--- src/ptc_regs.svh ---
// Command codes, register offsets, reset values and timing figures of the
// management block. Included by the package and both link ends.
`ifndef PTC_REGS_SVH
`define PTC_REGS_SVH

// Link command codes
`define PTC_CMD_OPERATION    8'h01
`define PTC_CMD_OT_FAULT     8'h4F
`define PTC_CMD_OT_WARN      8'h51
`define PTC_CMD_VIN_OV_FAULT 8'h55
`define PTC_CMD_VIN_OV_WARN  8'h57
`define PTC_CMD_IIN_OC_FAULT 8'h5B
`define PTC_CMD_IIN_OC_WARN  8'h5D
`define PTC_CMD_TURN_ON_DELAY    8'h60
`define PTC_CMD_INPUT_VOLTAGE_READBACK     8'h88
`define PTC_CMD_INPUT_CURRENT_READBACK     8'h89
`define PTC_CMD_OUTPUT_VOLTAGE_READBACK    8'h8B
`define PTC_CMD_OUTPUT_CURRENT_READBACK    8'h8C
`define PTC_CMD_READ_TEMP    8'h8D
`define PTC_CMD_READ_RES     8'hD4
`define PTC_CMD_FAULT_DIS    8'hD7
`define PTC_OPERATION_ON_BIT 7

// Factory values, 100 percent of the protection points
`define PTC_RST_OT_LIMIT     16'h007D
`define PTC_RST_VIN_OV_LIMIT 16'h10F9
`define PTC_RST_IIN_OC_LIMIT 16'h1482
`define PTC_RST_UV_LIMIT     16'h08D4
`define PTC_RST_TURN_ON_DELAY    16'h0000
`define PTC_TON_MAX_MS       16'h0064
// Readback while disabled: -300 V in 0.1 V units, -273 degC
`define PTC_VOUT_DISABLED    16'hF448
`define PTC_TEMP_DISABLED    16'hFEEF
`define PTC_OV_RECOVER_PCT   97

// Timing figures
`define PTC_CLK_MHZ          250
`define PTC_T_STRAP_US       1000
`define PTC_T_ACTIVE_US      1500
`define PTC_T_COMMIT_US      3000
`define PTC_T_FAST_US        100
`define PTC_T_SLOW_US        100000
// Strap: 16 bands of 206.25 mV across 3300 mV
`define PTC_STRAP_FULL_MV    3300
`define PTC_STRAP_BANDS      16

// Host-side Avalon register byte offsets
`define PTC_HOFS_CTRL        8'h00
`define PTC_HOFS_WDATA       8'h04
`define PTC_HOFS_RDATA       8'h08
`define PTC_HOFS_STATUS      8'h0C
`define PTC_HOFS_IRQ_STAT    8'h10
`define PTC_HOFS_IRQ_CLR     8'h14
`define PTC_HOFS_IRQ_EN      8'h18
// CTRL fields
`define PTC_CTRL_CMD_LSB     0
`define PTC_CTRL_WE_BIT      8
`define PTC_CTRL_ADDR_LSB    12
// IRQ bits
`define PTC_IRQ_DONE_BIT     0
`define PTC_IRQ_NAK_BIT      1

`endif

--- src/ptc_pkg.sv ---
// Types shared by both link ends.
// Assumes ptc_regs.svh is on the include path.
`include "ptc_regs.svh"
package ptc_pkg;
  typedef logic [15:0] ptc_word_t;
  typedef logic [7:0]  ptc_cmd_t;
  typedef logic [3:0]  ptc_addr_t;
  typedef enum logic [1:0] {PTC_H_IDLE, PTC_H_REQ, PTC_H_DROP} ptc_hstate_t;
endpackage

--- src/ptc_link_if.sv ---
// Transaction-level management link between host controller and device.
// Assumes both ends share one clock; electrical bus layer is abstracted away.
interface ptc_link_if;
  import ptc_pkg::*;
  logic      req;
  logic      we;
  ptc_cmd_t  cmd;
  ptc_addr_t addr;
  ptc_word_t wdata;
  logic      ack;
  logic      nak;
  ptc_word_t rdata;
  modport dev (input req, we, cmd, addr, wdata, output ack, nak, rdata);
  modport hst (output req, we, cmd, addr, wdata, input ack, nak, rdata);
endinterface

--- src/ptc_dev.sv ---
// Device end: telemetry readback, limit storage, strap address, startup.
// Assumes converter status pins are asynchronous and measurements are on CLK_I.
// Summary of operation
// - Input current reads in milliamperes
// - Output voltage reads 0.1 V, fast refresh
// - Output current 0.01 A, signed
// - Output resistance 10 uOhm, 100 ms refresh
// - Temperature in degC, -273 when disabled
// - Output voltage reads -300 V when disabled
// - Limits start at factory protection values
// - Limit writes need disabled, low input, bias
// - Host keeps converter off 3 ms after write
// - Overvoltage recovery is 3% below limit
// - Undervoltage fault only falls to default
// - Turn-on delay 0 to 100 ms, default 0
// - On/off and limits need bias present
// - Telemetry lost without bias and input
// - Link active 1.5 ms after bias valid
// - Address strap sampled once at 1 ms
// - Strap decoded into 16 bands
//
// Decided for this implementation: the Avalon-MM slave port.
`include "ptc_regs.svh"
module ptc_dev
  import ptc_pkg::*;
#(
  parameter int STRAP_CYC  = `PTC_T_STRAP_US * `PTC_CLK_MHZ,
  parameter int ACTIVE_CYC = `PTC_T_ACTIVE_US * `PTC_CLK_MHZ,
  parameter int COMMIT_CYC = `PTC_T_COMMIT_US * `PTC_CLK_MHZ,
  parameter int FAST_CYC   = `PTC_T_FAST_US * `PTC_CLK_MHZ,
  parameter int SLOW_CYC   = `PTC_T_SLOW_US * `PTC_CLK_MHZ
) (
  input  wire logic         CLK_I,
  input  wire logic         RSTN_I,
  ptc_link_if.dev           link,
  input  wire logic         BIAS_OK_I,
  input  wire logic         CONV_ENABLED_I,
  input  wire logic         INPUT_BELOW_UVLO_I,
  input  wire logic         INPUT_PRESENT_I,
  input  wire logic [11:0]  STRAP_MV_I,
  input  ptc_pkg::ptc_word_t VIN_I,
  input  ptc_pkg::ptc_word_t IIN_I,
  input  ptc_pkg::ptc_word_t VOUT_I,
  input  ptc_pkg::ptc_word_t IOUT_I,
  input  ptc_pkg::ptc_word_t TEMP_I,
  input  ptc_pkg::ptc_word_t ROUT_I,
  output logic              LINK_ACTIVE_O,
  output ptc_pkg::ptc_addr_t SLAVE_ADDR_O,
  output logic              CONV_ON_O,
  output logic              NVM_COMMIT_O,
  output ptc_pkg::ptc_word_t OT_FAULT_O,
  output ptc_pkg::ptc_word_t OT_WARN_O,
  output ptc_pkg::ptc_word_t VIN_OV_FAULT_O,
  output ptc_pkg::ptc_word_t VIN_OV_RECOVER_O,
  output ptc_pkg::ptc_word_t VIN_OV_WARN_O,
  output ptc_pkg::ptc_word_t IIN_OC_FAULT_O,
  output ptc_pkg::ptc_word_t IIN_OC_WARN_O,
  output ptc_pkg::ptc_word_t UV_LIMIT_O,
  output logic              UV_FAULT_DISABLED_O,
  output ptc_pkg::ptc_word_t TURN_ON_DELAY_MS_O
);
  import ptc_pkg::*;

  logic [2:0] meta_q;
  logic [2:0] sync_q;
  logic       bias_ok;
  logic       conv_en;
  logic       below_uvlo;
  logic       in_present;
  logic [31:0] boot_cnt_q;
  logic [31:0] fast_cnt_q;
  logic [31:0] slow_cnt_q;
  logic [31:0] commit_cnt_q;
  logic        strap_done_q;
  ptc_addr_t   addr_q;
  logic        active_q;
  ptc_word_t   vin_q, iin_q, vout_q, iout_q, temp_q, rout_q;
  ptc_word_t   ot_f_q, ot_w_q, ov_f_q, ov_w_q, oc_f_q, oc_w_q, ton_q;
  logic        fdis_q;
  logic        on_q;
  logic        ack_q;
  logic        nak_q;
  ptc_word_t   rdata_q;
  logic        take;
  logic        wr_ok;
  logic        is_limit;
  logic        hit;
  ptc_word_t   rd_val;

  function automatic logic limit_cmd(input ptc_cmd_t c);
    return c == `PTC_CMD_OT_FAULT || c == `PTC_CMD_OT_WARN || c == `PTC_CMD_VIN_OV_FAULT ||
           c == `PTC_CMD_VIN_OV_WARN || c == `PTC_CMD_IIN_OC_FAULT ||
           c == `PTC_CMD_IIN_OC_WARN || c == `PTC_CMD_TURN_ON_DELAY || c == `PTC_CMD_FAULT_DIS;
  endfunction

  // Band index = mV * 16 / 3300, clamped to the top band
  function automatic ptc_addr_t strap_decode(input logic [11:0] mv);
    logic [17:0] idx;
    idx = 18'({mv, 4'h0} / 16'(`PTC_STRAP_FULL_MV));
    return (idx > 18'(`PTC_STRAP_BANDS - 1)) ? 4'hF : idx[3:0];
  endfunction

  // Two-stage synchronisers for the bias, enable and below-UVLO status pins; INPUT_PRESENT_I is used unsynchronised
  always_ff @(posedge CLK_I or negedge RSTN_I) begin
    if (!RSTN_I) begin
      meta_q <= 3'h0;
      sync_q <= 3'h0;
    end else begin
      meta_q <= {INPUT_BELOW_UVLO_I, CONV_ENABLED_I, BIAS_OK_I};
      sync_q <= meta_q;
    end
  end
  assign bias_ok    = sync_q[0];
  assign conv_en    = sync_q[1];
  assign below_uvlo = sync_q[2];
  assign in_present = INPUT_PRESENT_I;

  // Startup timing from bias valid
  always_ff @(posedge CLK_I or negedge RSTN_I) begin
    if (!RSTN_I) begin
      boot_cnt_q <= 32'h0000_0000;
    end else if (!bias_ok && !active_q) begin
      boot_cnt_q <= 32'h0000_0000;
    end else if (boot_cnt_q < 32'(ACTIVE_CYC)) begin
      boot_cnt_q <= boot_cnt_q + 32'h0000_0001;
    end
  end

  // Address is fixed once taken; only a reset (power cycle) retakes it
  always_ff @(posedge CLK_I or negedge RSTN_I) begin
    if (!RSTN_I) begin
      strap_done_q <= 1'b0;
      addr_q       <= 4'h0;
    end else if (!strap_done_q && boot_cnt_q == 32'(STRAP_CYC)) begin
      strap_done_q <= 1'b1;
      addr_q       <= strap_decode(STRAP_MV_I);
    end
  end

  always_ff @(posedge CLK_I or negedge RSTN_I) begin
    if (!RSTN_I) begin
      active_q <= 1'b0;
    end else if (boot_cnt_q == 32'(ACTIVE_CYC)) begin
      active_q <= 1'b1;
    end
  end

  // Refresh tick counters
  always_ff @(posedge CLK_I or negedge RSTN_I) begin
    if (!RSTN_I) begin
      fast_cnt_q <= 32'h0000_0000;
      slow_cnt_q <= 32'h0000_0000;
    end else begin
      fast_cnt_q <= (fast_cnt_q == 32'(FAST_CYC - 1)) ? 32'h0000_0000 : fast_cnt_q + 32'h1;
      slow_cnt_q <= (slow_cnt_q == 32'(SLOW_CYC - 1)) ? 32'h0000_0000 : slow_cnt_q + 32'h1;
    end
  end

  // Held telemetry; without bias the held values die with the input
  always_ff @(posedge CLK_I or negedge RSTN_I) begin
    if (!RSTN_I) begin
      vin_q  <= 16'h0000;
      iin_q  <= 16'h0000;
      vout_q <= 16'h0000;
      iout_q <= 16'h0000;
      temp_q <= 16'h0000;
      rout_q <= 16'h0000;
    end else if (!bias_ok && !in_present) begin
      vin_q  <= 16'h0000;
      iin_q  <= 16'h0000;
      vout_q <= 16'h0000;
      iout_q <= 16'h0000;
      temp_q <= 16'h0000;
      rout_q <= 16'h0000;
    end else begin
      if (fast_cnt_q == 32'h0000_0000) begin
        vin_q  <= VIN_I;
        iin_q  <= IIN_I;
        vout_q <= VOUT_I;
        iout_q <= IOUT_I;
      end
      if (slow_cnt_q == 32'h0000_0000) begin
        temp_q <= TEMP_I;
        rout_q <= ROUT_I;
      end
    end
  end

  assign take     = link.req && !ack_q;
  assign hit      = active_q && link.addr == addr_q;
  assign is_limit = limit_cmd(link.cmd);
  assign wr_ok    = !conv_en && below_uvlo && bias_ok;

  // Limit storage; refused writes keep the old value
  always_ff @(posedge CLK_I or negedge RSTN_I) begin
    if (!RSTN_I) begin
      ot_f_q <= `PTC_RST_OT_LIMIT;
      ot_w_q <= `PTC_RST_OT_LIMIT;
      ov_f_q <= `PTC_RST_VIN_OV_LIMIT;
      ov_w_q <= `PTC_RST_VIN_OV_LIMIT;
      oc_f_q <= `PTC_RST_IIN_OC_LIMIT;
      oc_w_q <= `PTC_RST_IIN_OC_LIMIT;
      ton_q  <= `PTC_RST_TURN_ON_DELAY;
      fdis_q <= 1'b0;
    end else if (take && hit && link.we && is_limit && wr_ok) begin
      case (link.cmd)
        `PTC_CMD_OT_FAULT:     ot_f_q <= link.wdata;
        `PTC_CMD_OT_WARN:      ot_w_q <= link.wdata;
        `PTC_CMD_VIN_OV_FAULT: ov_f_q <= link.wdata;
        `PTC_CMD_VIN_OV_WARN:  ov_w_q <= link.wdata;
        `PTC_CMD_IIN_OC_FAULT: oc_f_q <= link.wdata;
        `PTC_CMD_IIN_OC_WARN:  oc_w_q <= link.wdata;
        `PTC_CMD_TURN_ON_DELAY: begin
          ton_q <= (link.wdata > `PTC_TON_MAX_MS) ? `PTC_TON_MAX_MS : link.wdata;
        end
        `PTC_CMD_FAULT_DIS:    fdis_q <= link.wdata[0];
        default:               ;
      endcase
    end
  end

  // Commit window; the host keeps the converter off meanwhile
  always_ff @(posedge CLK_I or negedge RSTN_I) begin
    if (!RSTN_I) begin
      commit_cnt_q <= 32'h0000_0000;
    end else if (take && hit && link.we && is_limit && wr_ok) begin
      commit_cnt_q <= 32'(COMMIT_CYC);
    end else if (commit_cnt_q != 32'h0000_0000) begin
      commit_cnt_q <= commit_cnt_q - 32'h0000_0001;
    end
  end

  // On/off request only honoured with bias present
  always_ff @(posedge CLK_I or negedge RSTN_I) begin
    if (!RSTN_I) begin
      on_q <= 1'b0;
    end else if (take && hit && link.we && link.cmd == `PTC_CMD_OPERATION && bias_ok) begin
      on_q <= link.wdata[`PTC_OPERATION_ON_BIT];
    end
  end

  always_comb begin
    rd_val = 16'h0000;
    case (link.cmd)
      `PTC_CMD_INPUT_VOLTAGE_READBACK:     rd_val = vin_q;
      `PTC_CMD_INPUT_CURRENT_READBACK:     rd_val = iin_q;
      `PTC_CMD_OUTPUT_VOLTAGE_READBACK:    rd_val = conv_en ? vout_q : `PTC_VOUT_DISABLED;
      `PTC_CMD_OUTPUT_CURRENT_READBACK:    rd_val = iout_q;
      `PTC_CMD_READ_TEMP:    rd_val = conv_en ? temp_q : `PTC_TEMP_DISABLED;
      `PTC_CMD_READ_RES:     rd_val = rout_q;
      `PTC_CMD_OT_FAULT:     rd_val = ot_f_q;
      `PTC_CMD_OT_WARN:      rd_val = ot_w_q;
      `PTC_CMD_VIN_OV_FAULT: rd_val = ov_f_q;
      `PTC_CMD_VIN_OV_WARN:  rd_val = ov_w_q;
      `PTC_CMD_IIN_OC_FAULT: rd_val = oc_f_q;
      `PTC_CMD_IIN_OC_WARN:  rd_val = oc_w_q;
      `PTC_CMD_TURN_ON_DELAY:    rd_val = ton_q;
      `PTC_CMD_FAULT_DIS:    rd_val = {15'h0000, fdis_q};
      `PTC_CMD_OPERATION:    rd_val = 16'({on_q, 7'h00});
      default:               rd_val = 16'h0000;
    endcase
  end

  // One-cycle answer to every request; writes to unknown codes, reads of unknown codes with bit 7 clear, wrong address,
  // refused writes and requests before the link is active answer nak
  always_ff @(posedge CLK_I or negedge RSTN_I) begin
    if (!RSTN_I) begin
      ack_q   <= 1'b0;
      nak_q   <= 1'b0;
      rdata_q <= 16'h0000;
    end else begin
      ack_q <= take;
      if (take) begin
        rdata_q <= link.we ? 16'h0000 : rd_val;
        nak_q   <= !hit
                   || (link.we && is_limit && !wr_ok)
                   || (link.we && link.cmd == `PTC_CMD_OPERATION && !bias_ok)
                   || (link.we && !is_limit && link.cmd != `PTC_CMD_OPERATION)
                   || (!link.we && !is_limit && link.cmd != `PTC_CMD_OPERATION
                       && link.cmd[7] == 1'b0);
      end
    end
  end

  assign link.ack            = ack_q;
  assign link.nak            = nak_q;
  assign link.rdata          = rdata_q;
  assign LINK_ACTIVE_O       = active_q;
  assign SLAVE_ADDR_O        = addr_q;
  assign CONV_ON_O           = on_q;
  assign NVM_COMMIT_O        = commit_cnt_q != 32'h0000_0000;
  assign OT_FAULT_O          = ot_f_q;
  assign OT_WARN_O           = ot_w_q;
  assign VIN_OV_FAULT_O      = ov_f_q;
  assign VIN_OV_RECOVER_O    = 16'((32'(ov_f_q) * `PTC_OV_RECOVER_PCT) / 100);
  assign VIN_OV_WARN_O       = ov_w_q;
  assign IIN_OC_FAULT_O      = oc_f_q;
  assign IIN_OC_WARN_O       = oc_w_q;
  assign UV_LIMIT_O          = `PTC_RST_UV_LIMIT;
  assign UV_FAULT_DISABLED_O = fdis_q;
  assign TURN_ON_DELAY_MS_O      = ton_q;

endmodule // ptc_dev

--- src/flat_wrapper.sv ---
// flat-port wrapper written by rule: the top's interface ports become plain ports
module ptc_dev_flat import ptc_pkg::*;
#(
  parameter int STRAP_CYC  = `PTC_T_STRAP_US * `PTC_CLK_MHZ,
  parameter int ACTIVE_CYC = `PTC_T_ACTIVE_US * `PTC_CLK_MHZ,
  parameter int COMMIT_CYC = `PTC_T_COMMIT_US * `PTC_CLK_MHZ,
  parameter int FAST_CYC   = `PTC_T_FAST_US * `PTC_CLK_MHZ,
  parameter int SLOW_CYC   = `PTC_T_SLOW_US * `PTC_CLK_MHZ
)
  (CLK_I, RSTN_I, BIAS_OK_I, CONV_ENABLED_I, INPUT_BELOW_UVLO_I, INPUT_PRESENT_I, STRAP_MV_I, VIN_I, IIN_I, VOUT_I, IOUT_I, TEMP_I, ROUT_I, LINK_ACTIVE_O, SLAVE_ADDR_O, CONV_ON_O, NVM_COMMIT_O, OT_FAULT_O, OT_WARN_O, VIN_OV_FAULT_O, VIN_OV_RECOVER_O, VIN_OV_WARN_O, IIN_OC_FAULT_O, IIN_OC_WARN_O, UV_LIMIT_O, UV_FAULT_DISABLED_O, TURN_ON_DELAY_MS_O, link_req, link_we, link_cmd, link_addr, link_wdata, link_ack, link_nak, link_rdata);
  ptc_link_if link_i ();
  input  wire logic CLK_I;
  input  wire logic RSTN_I;
  input  wire logic BIAS_OK_I;
  input  wire logic CONV_ENABLED_I;
  input  wire logic INPUT_BELOW_UVLO_I;
  input  wire logic INPUT_PRESENT_I;
  input  wire logic [11:0] STRAP_MV_I;
  input  ptc_pkg::ptc_word_t VIN_I;
  input  ptc_pkg::ptc_word_t IIN_I;
  input  ptc_pkg::ptc_word_t VOUT_I;
  input  ptc_pkg::ptc_word_t IOUT_I;
  input  ptc_pkg::ptc_word_t TEMP_I;
  input  ptc_pkg::ptc_word_t ROUT_I;
  output logic LINK_ACTIVE_O;
  output ptc_pkg::ptc_addr_t SLAVE_ADDR_O;
  output logic CONV_ON_O;
  output logic NVM_COMMIT_O;
  output ptc_pkg::ptc_word_t OT_FAULT_O;
  output ptc_pkg::ptc_word_t OT_WARN_O;
  output ptc_pkg::ptc_word_t VIN_OV_FAULT_O;
  output ptc_pkg::ptc_word_t VIN_OV_RECOVER_O;
  output ptc_pkg::ptc_word_t VIN_OV_WARN_O;
  output ptc_pkg::ptc_word_t IIN_OC_FAULT_O;
  output ptc_pkg::ptc_word_t IIN_OC_WARN_O;
  output ptc_pkg::ptc_word_t UV_LIMIT_O;
  output logic UV_FAULT_DISABLED_O;
  output ptc_pkg::ptc_word_t TURN_ON_DELAY_MS_O;
  input wire logic [$bits(link_i.req)-1:0] link_req;
  input wire logic [$bits(link_i.we)-1:0] link_we;
  input wire logic [$bits(link_i.cmd)-1:0] link_cmd;
  input wire logic [$bits(link_i.addr)-1:0] link_addr;
  input wire logic [$bits(link_i.wdata)-1:0] link_wdata;
  output wire logic [$bits(link_i.ack)-1:0] link_ack;
  output wire logic [$bits(link_i.nak)-1:0] link_nak;
  output wire logic [$bits(link_i.rdata)-1:0] link_rdata;
  assign link_i.req = link_req;
  assign link_i.we = link_we;
  assign link_i.cmd = link_cmd;
  assign link_i.addr = link_addr;
  assign link_i.wdata = link_wdata;
  assign link_ack = link_i.ack;
  assign link_nak = link_i.nak;
  assign link_rdata = link_i.rdata;
  ptc_dev #(.STRAP_CYC(STRAP_CYC), .ACTIVE_CYC(ACTIVE_CYC), .COMMIT_CYC(COMMIT_CYC), .FAST_CYC(FAST_CYC), .SLOW_CYC(SLOW_CYC)) u_core (.CLK_I(CLK_I), .RSTN_I(RSTN_I), .link(link_i), .BIAS_OK_I(BIAS_OK_I), .CONV_ENABLED_I(CONV_ENABLED_I), .INPUT_BELOW_UVLO_I(INPUT_BELOW_UVLO_I), .INPUT_PRESENT_I(INPUT_PRESENT_I), .STRAP_MV_I(STRAP_MV_I), .VIN_I(VIN_I), .IIN_I(IIN_I), .VOUT_I(VOUT_I), .IOUT_I(IOUT_I), .TEMP_I(TEMP_I), .ROUT_I(ROUT_I), .LINK_ACTIVE_O(LINK_ACTIVE_O), .SLAVE_ADDR_O(SLAVE_ADDR_O), .CONV_ON_O(CONV_ON_O), .NVM_COMMIT_O(NVM_COMMIT_O), .OT_FAULT_O(OT_FAULT_O), .OT_WARN_O(OT_WARN_O), .VIN_OV_FAULT_O(VIN_OV_FAULT_O), .VIN_OV_RECOVER_O(VIN_OV_RECOVER_O), .VIN_OV_WARN_O(VIN_OV_WARN_O), .IIN_OC_FAULT_O(IIN_OC_FAULT_O), .IIN_OC_WARN_O(IIN_OC_WARN_O), .UV_LIMIT_O(UV_LIMIT_O), .UV_FAULT_DISABLED_O(UV_FAULT_DISABLED_O), .TURN_ON_DELAY_MS_O(TURN_ON_DELAY_MS_O));
endmodule
--- config.mk ---
export PLATFORM = sky130hd
export DESIGN_NAME = ptc_dev_flat
export DESIGN_NICKNAME = d
export VERILOG_FILES = /design/src/ptc_pkg.sv /design/src/ptc_link_if.sv /design/src/ptc_dev.sv /design/src/flat_wrapper.sv
export VERILOG_INCLUDE_DIRS = /design/src
export SDC_FILE = /design/constraint.sdc
export NUM_CORES = 1
export LEC_CHECK = 0
export ABC_AREA = 1
export BUFFER_PORTS_ARGS = -buffer_cell sky130_fd_sc_hd__buf_4
export CAP_MARGIN = 20
export CORE_ASPECT_RATIO = 1.1
export CORE_UTILIZATION = 45
export DETAILED_ROUTE_END_ITERATION = 8
export SYNTH_ARGS = -nofsm -noshare
export SYNTH_HDL_FRONTEND = slang
export SYNTH_SLANG_ARGS = --single-unit
--- constraint.sdc ---
create_clock -name CLK_I -period 29.7 [get_ports CLK_I]
set_clock_uncertainty 0.05 [all_clocks]
set_input_delay 4.455 -clock CLK_I [delete_from_list [all_inputs] [get_ports CLK_I]]
set_output_delay 4.455 -clock CLK_I [all_outputs]
set_load 0.05 [all_outputs]
==> qor.yml <==
outcome: "completed"
ir_drop_mv: 0.0376
multi_input_area_mm2: 0.0174
synthXorXnorAreaFrac_pct: 3.49
vias: 29600
cts_sinks: 368
clockRootBuffer: "clkbuf_16"
cap_viol_max_count: 0
grt_max_degree: 123
worstPathArrival_ns: 19.83
synth-simple-area-share_pct: 39.0
final-seq-area_mm2: 0.00925
end_kind: "output port"
gp_congestion: 0.961
finalSetupViolations: 0
synthMuxAreaShare_pct: 0
insertion_delay_ns: 0.60
critPathRequiredTime_ns: 25.19
wl_um: 103000
hold_viol: 0
drtIter0Drc: 1907
startpoint_type: "flop"
post_drt_wl_per_cell_um: 18.4
via_per_inst: 5.31
final_max_slew_viol_count: 0
port_buffers: 297
clk_pin_slew_worst_paths_ns: 0.06
rows: 98
power_density_mw_per_mm2: 32.6
holdCritPathClass: "reg2reg"
cellInternalPower_mw: 0.839
dp.cells: 5489
layout.nets: 4920
post_cts_buffers: 0
final_cell_mix: "nand2_1 (1,079), inv_1 (666), nand3_1 (387), nor2_1 (372), dfrtp_1 (334)"
leakage_nw: 18.0
ys_warn_count: 0
dp_hpwl_um: 81400
cts_buffers: 40
cts_tree: "yes"
layout_worst_path_cycle_share_pct: 81.9
floorplan.initialDensity_pct: 45.9
synth_cell_types: 79
clock.fmax_ghz: 0.0411
grt_pass1_vias: 28000
area_delta_synth_final_pct: 14.3
synth_fa_ha_area_share_pct: 4.07
crit_slowest_cell: "dfstp_2"
synth_ff_type: "dfrtp_1"
switchingPower_mw: 0.278
worst_slack_ns: 5.36
cpMostUsedCell: "nand2_1"
slew_headroom_pct: 18.4
cts_hold_buf: 0
drive_above_1_share_pct: 17.1
critPathMaxStageDelay_ns: 0.82
synth_sequential_area_ratio_pct: 30.8
ys_ff_latch: 368
worstSetupPathType: "reg2out"
die_area_mm2: 0.0678
place_worst_setup_slack_ns: 6.06
ant_nets: 0
synth-edff-count: 0
diodes: 0
postSynthCellCount: 4430
layout_commonest_cell: "nand2_1"
instances_no_fill: 5564
fin_tns_setup_ns: 0
syn_area_per_cell_um2: 6.78
ctsLongestPathBuffers: 3
fillers: 6740
period_minus_slack_ns: 24.34
pwr-share-clk_pct: 47.7
synth_compound_area_share_pct: 11.0
chipWidth_um: 248
timing.hold.ws_ns: 0.301
comb_power_share_pct: 7.3
switching_share_pct: 24.9
rsz0062_at_grt: "false"
drc: 0
grt_overflow_total: 0
antenna_found_initial: 0
grt.total_usage_pct: 30.1
worstPathMaxFanout: 21
synth_top_family_by_area: "simple AND/OR/NAND/NOR gates"
cts_max_level: 2
synth_area_mm2: 0.0300
grt_pass1_wl_um: 159000
ios: 314
first_pass_iters: 6
core-area_mm2: 0.0655
cts-resized-gates: 0
die_h_um: 273
synthArstFlopShare_pct: 100
seqPwrFrac_pct: 45.0
tightest_slew_ns: 1.22
flip-flops by register name, indices dropped and copies added, names as in the netlist, 32 cells and up:
name                 flops
u_core.boot_cnt_q       32
u_core.commit_cnt_q     32
u_core.fast_cnt_q       32
u_core.slow_cnt_q       32
worst paths after layout:
kind	startpoint	to	slack, ns	depth (start not counted)
max	u_core.VIN_OV_FAULT_O[4]	VIN_OV_RECOVER_O[0]	5.36	109
min	u_core.meta_q[0]	u_core.sync_q[0]	0.30	0
max reg2reg	u_core.link.ack	u_core.OT_WARN_O[0]	25.33	9
min reg2reg	u_core.meta_q[0]	u_core.sync_q[0]	0.30	0
max in group asynchronous	RSTN_I	u_core.slow_cnt_q[27]	23.66	3
min in group asynchronous	RSTN_I	u_core.SLAVE_ADDR_O[2]	3.85	1
area by class of cell:
type / count / share of cell area (%)
Sequential cell: 368 / 27.0
Timing Repair Buffer: 323 / 7.26
Inverter: 713 / 7.85
Tap cell: 850 / 3.10
Multi-Input combinational cell: 3237 / 50.8
Clock inverter: 18 / 0.864
Clock buffer: 55 / 3.23
power groups by stage:
stage / combinational [mW] / sequential [mW] / clock, mW
finish: 0.0814 / 0.503 / 0.533
global placement: 0.0813 / 0.512 / 0
floorplan: 0.0436 / 0.512 / 0
detailed placement: 0.0814 / 0.512 / 0
CTS: 0.0817 / 0.503 / 0.542
global route: 0.0907 / 0.503 / 0.561
routing by layer:
metal / wire length [µm] / vias to the layer above / share of wire (%) / global-route usage (%)
met5: 0 / - / 0 / 0
met4: 4090 / 0 / 4.0 / 11.5
met3: 6470 / 161 / 6.3 / 4.99
li1: - / 14800 / - / -
met2: 49100 / 837 / 48 / 50.9
met1: 43000 / 13700 / 42 / 38.1
cell usage after synthesis (17+ instances only):
library cell,n,area [µm²]
nand2_4,29,327
clkbuf_1,74,278
nand2_1,1079,4050
dfrtp_1,334,8360
buf_4,23,173
nand3b_1,23,173
xor2_1,94,823
a221oi_1,22,193
nor3_1,76,380
nor2_1,373,1400
a21oi_1,94,470
inv_2,31,116
nand3_2,38,380
dfstp_2,34,893
o21ai_0,317,1590
nor2_2,49,307
xnor2_1,22,193
ha_1,85,1060
nand4_1,130,813
nor4_1,42,263
nor2_4,20,225
buf_6,17,191
nand2_2,155,970
inv_1,666,2500
nand3_1,387,1940
critical path, delay by kind of cell (launching register included):
kind                     cells  cell delay (ns)
flip-flops                   1             0.82
AND/OR/NAND/NOR             92            14.77
buffers and inverters        6             0.75
adder cells (fa/ha/maj)      5             1.74
AO/OA/AOI/OAI                6             1.13
stage by stage:
stage          util (%)  area [µm²]  power (mW)
3_3_place_gp       50.2       32900       0.593
3_5_place_dp       50.2       32900       0.594
4_1_cts            52.4       34300        1.13
6_report           52.4       34300        1.12
2_1_floorplan         -       30100       0.556
5_1_grt            52.4       34300        1.15
cell families after synthesis:
kind of cell | after synthesis
compound gates | 563
xor+xnor | 118
fa+ha+maj | 93
buf+inv | 839
flops | 368
other cells | 2
simple gates | 2447
No activity file was read; power rests on OpenSTA's default activity.
